File: config.mk
export PLATFORM = sky130hd
export DESIGN_NAME = fws_poller
export DESIGN_NICKNAME = d
export VERILOG_FILES = /design/src/rtl/fws_pkg.sv /design/src/rtl/fws_poller.sv
export SDC_FILE = /design/constraint.sdc
export NUM_CORES = 1
export LEC_CHECK = 0
export BUFFER_PORTS_ARGS = -buffer_cell sky130_fd_sc_hd__buf_2
export CORE_UTILIZATION = 54
export CTS_CLUSTER_SIZE = 30
export DETAILED_ROUTE_END_ITERATION = 12
export GPL_ROUTABILITY_DRIVEN = 0
export PLACE_DENSITY = 0.91
export SLEW_MARGIN = 20
export SYNTH_ARGS = -nofsm -noshare
export SYNTH_HDL_FRONTEND = slang
export SYNTH_SLANG_ARGS = --single-unit
File: constraint.sdc
create_clock -name clk_i -period 2.6 [get_ports clk_i]
set_clock_uncertainty 0.1 [all_clocks]
set_input_delay 0.26 -clock clk_i [delete_from_list [all_inputs] [get_ports clk_i]]
set_output_delay 0.26 -clock clk_i [all_outputs]
set_load 0.01 [all_outputs]
File: src/rtl/fws_pkg.sv
// constants, carriers and state layout of the flash status poller
package fws_pkg;

    // ****************************************
    // timing
    // ****************************************
    localparam int CLK_PERIOD_NS = 20;
    localparam int T_ACC_NS = 90;
    localparam int T_WP_NS = 35;
    localparam int T_REC_NS = 30;
    localparam logic [3:0] ACC_CYC = 4'((T_ACC_NS + CLK_PERIOD_NS - 1) / CLK_PERIOD_NS);
    localparam logic [3:0] WP_CYC = 4'((T_WP_NS + CLK_PERIOD_NS - 1) / CLK_PERIOD_NS);
    localparam logic [3:0] REC_CYC = 4'((T_REC_NS + CLK_PERIOD_NS - 1) / CLK_PERIOD_NS);

    // ****************************************
    // register map
    // ****************************************
    localparam logic [7:0] REG_CTRL = 8'h00;
    localparam logic [7:0] REG_ADDR = 8'h04;
    localparam logic [7:0] REG_WDATA = 8'h08;
    localparam logic [7:0] REG_STATUS = 8'h0c;
    localparam logic [7:0] REG_RDATA = 8'h10;

    // ****************************************
    // commands
    // ****************************************
    localparam logic [2:0] CMD_NONE = 3'h0;
    localparam logic [2:0] CMD_WRITE = 3'h1;
    localparam logic [2:0] CMD_READ = 3'h2;
    localparam logic [2:0] CMD_POLL_DATA = 3'h3;
    localparam logic [2:0] CMD_POLL_TOGGLE = 3'h4;

    // ****************************************
    // flash data bit positions
    // ****************************************
    localparam int DQ_POLL = 7;
    localparam int DQ_TGL1 = 6;
    localparam int DQ_TLIM = 5;
    localparam int DQ_EWIN = 3;
    localparam int DQ_TGL2 = 2;

    // ****************************************
    // status register bits
    // ****************************************
    localparam int SB_BUSY = 0;
    localparam int SB_DONE = 1;
    localparam int SB_FAIL = 2;
    localparam int SB_TGL1 = 3;
    localparam int SB_TGL2 = 4;
    localparam int SB_TLIM = 5;
    localparam int SB_EWIN = 6;
    localparam int SB_RB = 7;
    localparam int SB_SUSP = 8;

    // ****************************************
    // carriers
    // ****************************************
    typedef struct packed {
        logic cyc;
        logic stb;
        logic we;
        logic [7:0] adr;
        logic [3:0] sel;
        logic [31:0] dat;
    } fws_wb_req_t;

    typedef struct packed {
        logic ack;
        logic [31:0] dat;
    } fws_wb_rsp_t;

    typedef struct packed {
        logic [21:0] addr;
        logic [7:0] dq;
        logic dq_oe_n;
        logic ce_n;
        logic oe_n;
        logic we_n;
    } fws_flash_out_t;

    typedef struct packed {
        logic [7:0] dq;
        logic ready_busy_n;
    } fws_flash_in_t;

    // ****************************************
    // controller state
    // ****************************************
    typedef enum logic [2:0] {
        PH_IDLE,
        PH_SETUP,
        PH_STROBE,
        PH_RECOVER,
        PH_EVAL
    } fws_phase_t;

    typedef struct packed {
        fws_phase_t ph;
        logic [3:0] cnt;
        logic [2:0] cmd;
        logic [21:0] addr;
        logic [7:0] wdata;
        logic [7:0] sample;
        logic [7:0] prev;
        logic [7:0] rdata;
        logic first;
        logic confirm;
        logic retry;
        logic busy;
        logic done;
        logic fail;
        logic tgl1;
        logic tgl2;
        logic rb;
        fws_flash_out_t pin;
        fws_wb_rsp_t wb;
    } fws_state_t;

    localparam fws_flash_out_t PIN_RESET = '{addr: 22'h0, dq: 8'h00, dq_oe_n: 1'b1,
                                            ce_n: 1'b1, oe_n: 1'b1, we_n: 1'b1};
    localparam fws_wb_rsp_t WB_RESET = '{ack: 1'b0, dat: 32'h0};
    localparam fws_state_t STATE_RESET = '{ph: PH_IDLE, cnt: 4'h0, cmd: CMD_NONE,
        addr: 22'h0, wdata: 8'h00, sample: 8'h00, prev: 8'h00, rdata: 8'h00,
        first: 1'b0, confirm: 1'b0, retry: 1'b0, busy: 1'b0, done: 1'b0, fail: 1'b0,
        tgl1: 1'b0, tgl2: 1'b0, rb: 1'b1, pin: PIN_RESET, wb: WB_RESET};

endpackage : fws_pkg

File: src/rtl/fws_poller.sv
// host controller: drives flash pins, polls write status, wishbone slave
// Functional notes
// - host polls bit 7 at programmed address
// - host polls bit 7 inside erased sector
// - after bit 7 true, use next read
// - host combines both toggle bits for mode
// - host reads twice and compares toggle bits
//
// The register addresses and register access over Wishbone were left to the implementer.
`timescale 1ns/1ns
module fws_poller (
    // clock and reset
    input wire logic clk_i,
    input wire logic rst_i,
    // wishbone slave
    input wire fws_pkg::fws_wb_req_t wb_req_i,
    output fws_pkg::fws_wb_rsp_t wb_rsp_o,
    // flash pins
    input wire fws_pkg::fws_flash_in_t flash_i,
    output fws_pkg::fws_flash_out_t flash_o
);
    import fws_pkg::*;

    fws_state_t s;
    fws_state_t next_s;

    // ****************************************
    // helpers
    // ****************************************
    function automatic logic [7:0] merge_byte(input logic [7:0] old, input logic [7:0] nw,
                                              input logic en);
        merge_byte = en ? nw : old;
    endfunction : merge_byte

    function automatic logic [31:0] read_word(input fws_state_t st, input logic [7:0] adr);
        logic [31:0] w;
        w = 32'h0;
        case (adr)
            REG_CTRL: begin
                w[2:0] = st.cmd;
            end
            REG_ADDR: begin
                w[21:0] = st.addr;
            end
            REG_WDATA: begin
                w[7:0] = st.wdata;
            end
            REG_STATUS: begin
                w[SB_BUSY] = st.busy;
                w[SB_DONE] = st.done;
                w[SB_FAIL] = st.fail;
                w[SB_TGL1] = st.tgl1;
                w[SB_TGL2] = st.tgl2;
                w[SB_TLIM] = st.sample[DQ_TLIM];
                w[SB_EWIN] = st.sample[DQ_EWIN];
                w[SB_RB] = st.rb;
                w[SB_SUSP] = st.tgl2 & ~st.tgl1;
            end
            REG_RDATA: begin
                w[7:0] = st.rdata;
            end
            default: begin
                w = 32'h0;
            end
        endcase
        read_word = w;
    endfunction : read_word

    // ****************************************
    // next state
    // ****************************************
    always_comb begin
        logic req;
        logic [7:0] d;
        logic [7:0] diff;
        logic again;
        req = 1'b0;
        d = 8'h00;
        diff = 8'h00;
        again = 1'b0;
        next_s = s;
        // ready/busy pin, open drain, sampled each cycle
        next_s.rb = flash_i.ready_busy_n;

        // wishbone slave: ack one cycle after the strobe, dropped next cycle
        req = wb_req_i.cyc & wb_req_i.stb & ~s.wb.ack;
        next_s.wb.ack = req;
        next_s.wb.dat = req ? read_word(s, wb_req_i.adr) : 32'h0;
        if (req && wb_req_i.we && !s.busy) begin
            case (wb_req_i.adr)
                REG_ADDR: begin
                    next_s.addr[7:0] = merge_byte(s.addr[7:0], wb_req_i.dat[7:0],
                                                  wb_req_i.sel[0]);
                    next_s.addr[15:8] = merge_byte(s.addr[15:8], wb_req_i.dat[15:8],
                                                   wb_req_i.sel[1]);
                    if (wb_req_i.sel[2]) begin
                        next_s.addr[21:16] = wb_req_i.dat[21:16];
                    end
                end
                REG_WDATA: begin
                    next_s.wdata = merge_byte(s.wdata, wb_req_i.dat[7:0], wb_req_i.sel[0]);
                end
                REG_CTRL: begin
                    if (wb_req_i.sel[0] && wb_req_i.dat[2:0] != CMD_NONE) begin
                        next_s.cmd = wb_req_i.dat[2:0];
                        next_s.busy = 1'b1;
                        next_s.done = 1'b0;
                        next_s.fail = 1'b0;
                        next_s.first = 1'b1;
                        next_s.confirm = 1'b0;
                        next_s.retry = 1'b0;
                        next_s.tgl1 = 1'b0;
                        next_s.tgl2 = 1'b0;
                        next_s.ph = PH_SETUP;
                    end
                end
                default: begin
                end
            endcase
        end

        // flash access sequencer
        case (s.ph)
            PH_IDLE: begin
                next_s.pin.ce_n = 1'b1;
            end
            PH_SETUP: begin
                next_s.pin.addr = s.addr;
                next_s.pin.ce_n = 1'b0;
                next_s.pin.dq = s.wdata;
                next_s.pin.dq_oe_n = (s.cmd == CMD_WRITE) ? 1'b0 : 1'b1;
                next_s.cnt = 4'h0;
                next_s.ph = PH_STROBE;
            end
            PH_STROBE: begin
                // one strobe per access so each read counts once
                if (s.cmd == CMD_WRITE) begin
                    next_s.pin.we_n = 1'b0;
                end else begin
                    next_s.pin.oe_n = 1'b0;
                end
                next_s.cnt = s.cnt + 4'h1;
                if ((s.cmd == CMD_WRITE && s.cnt == WP_CYC) ||
                    (s.cmd != CMD_WRITE && s.cnt == ACC_CYC)) begin
                    next_s.sample = flash_i.dq;
                    next_s.pin.we_n = 1'b1;
                    next_s.pin.oe_n = 1'b1;
                    next_s.cnt = 4'h0;
                    next_s.ph = PH_RECOVER;
                end
            end
            PH_RECOVER: begin
                next_s.pin.ce_n = 1'b1;
                next_s.pin.dq_oe_n = 1'b1;
                next_s.cnt = s.cnt + 4'h1;
                if (s.cnt == REC_CYC) begin
                    next_s.cnt = 4'h0;
                    next_s.ph = PH_EVAL;
                end
            end
            PH_EVAL: begin
                d = s.sample;
                diff = d ^ s.prev;
                next_s.prev = d;
                next_s.first = 1'b0;
                again = 1'b0;
                case (s.cmd)
                    CMD_WRITE: begin
                        // status valid from the end of this strobe
                        next_s.done = 1'b1;
                    end
                    CMD_READ: begin
                        next_s.rdata = d;
                        next_s.done = 1'b1;
                    end
                    CMD_POLL_DATA: begin
                        if (s.confirm) begin
                            // data from the read after bit 7 went true
                            next_s.rdata = d;
                            next_s.done = 1'b1;
                        end else if (d[DQ_POLL] == s.wdata[DQ_POLL]) begin
                            next_s.confirm = 1'b1;
                            again = 1'b1;
                        end else if (s.retry) begin
                            next_s.fail = 1'b1;
                            next_s.done = 1'b1;
                        end else begin
                            next_s.retry = d[DQ_TLIM];
                            again = 1'b1;
                        end
                    end
                    CMD_POLL_TOGGLE: begin
                        if (s.first) begin
                            again = 1'b1;
                        end else if (s.confirm) begin
                            next_s.rdata = d;
                            next_s.done = 1'b1;
                        end else begin
                            next_s.tgl1 = diff[DQ_TGL1];
                            next_s.tgl2 = diff[DQ_TGL2];
                            if (!diff[DQ_TGL1]) begin
                                // stopped: finished or erase suspended
                                next_s.confirm = 1'b1;
                                again = 1'b1;
                            end else if (s.retry) begin
                                next_s.fail = 1'b1;
                                next_s.done = 1'b1;
                            end else begin
                                next_s.retry = d[DQ_TLIM];
                                again = 1'b1;
                            end
                        end
                    end
                    default: begin
                        next_s.done = 1'b1;
                    end
                endcase
                if (again) begin
                    next_s.ph = PH_SETUP;
                end else begin
                    next_s.busy = 1'b0;
                    next_s.ph = PH_IDLE;
                end
            end
            default: begin
                next_s.ph = PH_IDLE;
            end
        endcase
    end

    // ****************************************
    // state register
    // ****************************************
    always_ff @(posedge clk_i) begin
        if (rst_i) begin
            s <= STATE_RESET;
        end else begin
            s <= next_s;
        end
    end

    // ****************************************
    // outputs
    // ****************************************
    assign wb_rsp_o = s.wb;
    assign flash_o = s.pin;

endmodule : fws_poller

==> impl_results.md <==
- Status: complete, no violations
- Slew Viols, Final: 0
- Wire per inst: 16.8 um
- Initial Util: 55.4%
- DIE AREA: 10400 um^2
- FF+latch count, synth: 124
- Most common cell on crit path: mux2i_1
- Tcrit/Tclk final: 89.7%
- Worst path depth: 7
- CTS Sinks: 124
- Proportion of layout cells with a drive suffix above 1: 22.6%
- Yosys top cell area share: 46.1%
- H-tree lvl count: 4
- Predominant post-synthesis flop cell: dfxtp_1
- Port Buffers: 103
- Setup TNS: 0 ns
- Row count: 36
- Largest net degree at the start of global routing: 34
- CP bufs+invs: 1
- Die width: 102 um
- Vias in the first global route: 4480
- PD cells: 664 nW/um^2
- Grt ovf: 0
- CTS tree: built
- CP Launch Type: flip-flop
- Slew headroom: 51.7%
- Post-detail-place hpwl: 8.54 mm
- FFs w/ async S/R, synth: 0%
- Crit Path Category: flip-flop to flip-flop
- # IOs: 125
- Clock Tree Buf Depth: 2
- Initial antenna violation count: 0
- CP Max Fanout: 9
- Clock transition at the registers of the reported paths: 0.06 ns
- DP Cell Count: 760
- Synth Instances: 607
- CP top delay family: simple AND/OR/NAND/NOR gates
- Top post-synthesis cells by area: dfxtp_1 46%, mux2i_1 11%, buf_4 9.5%
- Max VDD drop: 454 uV
- Unrepaired setup endpoints after global routing: no
- Number of synthesized flops with an enable pin: 0
- Synth Area per Inst: 8.88 um^2
- DRT iter0 DRCs: 517
- Min setup slack post-route: 0.267 ns
- Core ar.: 9730 um^2
- Number of CTS-inserted buffers: 17
- WP data required: 2.91 ns
- Final setup fails: 0
- Worst min-delay path class: input pin to flip-flop
- Final wirelength: 13.8 mm
- Worst-skew pair later-pin latency: 0.53 ns
- Clk root buf: clkbuf_8
- Antenna diodes: 0
- DRC viols: 0
- Critical Path AT: 2.64 ns
- Via count of the routed design: 4655
- Final hold vios: 0
- CP max-delay cell: or3b_2
- Mapped Area: 5390 um^2
- Shortest period the worst path allows: 2.33 ns
- Worst Max-Slew Pin Slew: 0.724 ns
- Place WS: 0.305 ns
- Critical Path End Type: flip-flop
- Post-synth top cells: 124 x dfxtp_1, 80 x nand2_1, 73 x nor2_1, 68 x buf_4, 61 x mux2i_1
- Ys Warns: 0
- DR pass1 iterations: 6
- Critical Path Max Stage Delay: 0.52 ns
- Fmax: 429 MHz
- Yosys top cell by area: dfxtp_1
- Seq/Total Area, Yosys: 46.1%
- Worst R2R Path Depth: 7
- P&R area growth vs syn: 19.0%
- Die height: 102 um
- Global-route wire length before repair: 21.4 mm
- Max Cap Viol: 0
- Crit-path cells: inv_1, ha_1, or3b_2, mux2i_1, nand2_2, mux2i_1, nor2_1
- Fill count: 664
- Finished Layout Cells: 822
- Netlist cell types: 48
- Routed Antenna Nets: 0
- Routed vias/inst: 5.66
- Most numerous cell in the Yosys netlist: dfxtp_1
- NumNets Final: 738
- Static leakage: 2.80 nW
- GRT Total Usage: 26.9%
- Hold Path Stages: 2
==> state kept, by name, indices dropped and copies added (netlist names) <==
| register | flops |
|---|---|
| s | 67 |
| flash_o | 34 |
| wb_rsp_o | 23 |
==> kinds of logic (layout without fill, tap and decap cells) <==
logic type               after synthesis  after routing  synth area share (%)
AND/OR/NAND/NOR                      224            224                  19.6
flip-flops                           124            124                  46.1
buffers and inverters                108            181                  12.3
AO/OA/AOI/OAI                         80             80                  8.92
multiplexers                          61             61                  11.3
XOR/XNOR                               6              6                 0.975
adder cells (fa/ha/maj)                3              3                 0.697
other                                  1             10                0.0696
==> layout make-up <==
cell class / instances / area [um^2] / area share (%)
sequential: 124 / 2480 / 38.7
inverter: 8 / 30.0 / 0.469
clock inverter: 6 / 60.1 / 0.937
clock buffer: 25 / 494 / 7.71
tap: 133 / 166 / 2.60
multi-input combinational: 384 / 2290 / 35.7
timing repair buffer: 142 / 886 / 13.8
==> placed cells by master, fill, tap and decap left out, types with 4 or more instances in the layout <==
cell type	count
dfxtp_1	124
buf_2	103
nand2_1	80
nor2_1	72
mux2i_1	61
a21oi_1	42
dlygate4sd3_1	31
clkbuf_16	16
and3_1	13
conb_1	10
inv_1	8
o22ai_1	8
a22oi_1	8
buf_4	8
nor3_1	7
o21ai_0	6
and2_1	6
clkbuf_8	6
nand2b_1	5
xor2_1	5
nand3_1	5
nor3b_1	4
or2_2	4
nor2b_1	4
nand3b_1	4
==> metrics by stage <==
stage | power (mW) | area (um^2) | utilization [%] | hold slack, ns
floorplan | 2.01 | 5420 | - | 0.264
global placement | 2.05 | 5540 | 57.0 | 0.338
detailed placement | 2.06 | 5540 | 57.0 | 0.346
CTS | 4.24 | 6410 | 65.9 | 0.0436
global route | 4.35 | 6410 | 65.9 | 0.0613
finish | 4.26 | 6410 | 65.9 | 0.0520
==> what timing repair did <==
action / 4_1_cts / 5_1_grt
buffers inserted: 0 / 0
hold endpoints to repair: 42 / 0
hold buffers: 31 / 0
resized for setup: 0 / 0
==> layer usage <==
layer | vias to the layer above | global-route usage (%) | routed length, um
met3 | 73 | 8.14 | 1090
met5 | - | 0 | 0
li1 | 2112 | - | -
met4 | 0 | 16.7 | 682
met2 | 323 | 46.4 | 6720
met1 | 2147 | 28.9 | 5280
==> final timing paths <==
path	end	slack, ns	from
setup / recovery	s[95]	0.27	s[133]
hold reg to reg	flash_o[31]	0.36	flash_o[31]
setup reg to reg	s[95]	0.27	s[133]
hold / removal	s[78]	0.05	rst_i
==> where the power goes <==
group	internal, mW	switching, mW	total [mW]
Combinational	0.0726	0.0833	0.156
Clock	1.38	0.813	2.20
Sequential	1.90	0.00138	1.90
No activity file was read; power rests on OpenSTA's default activity.
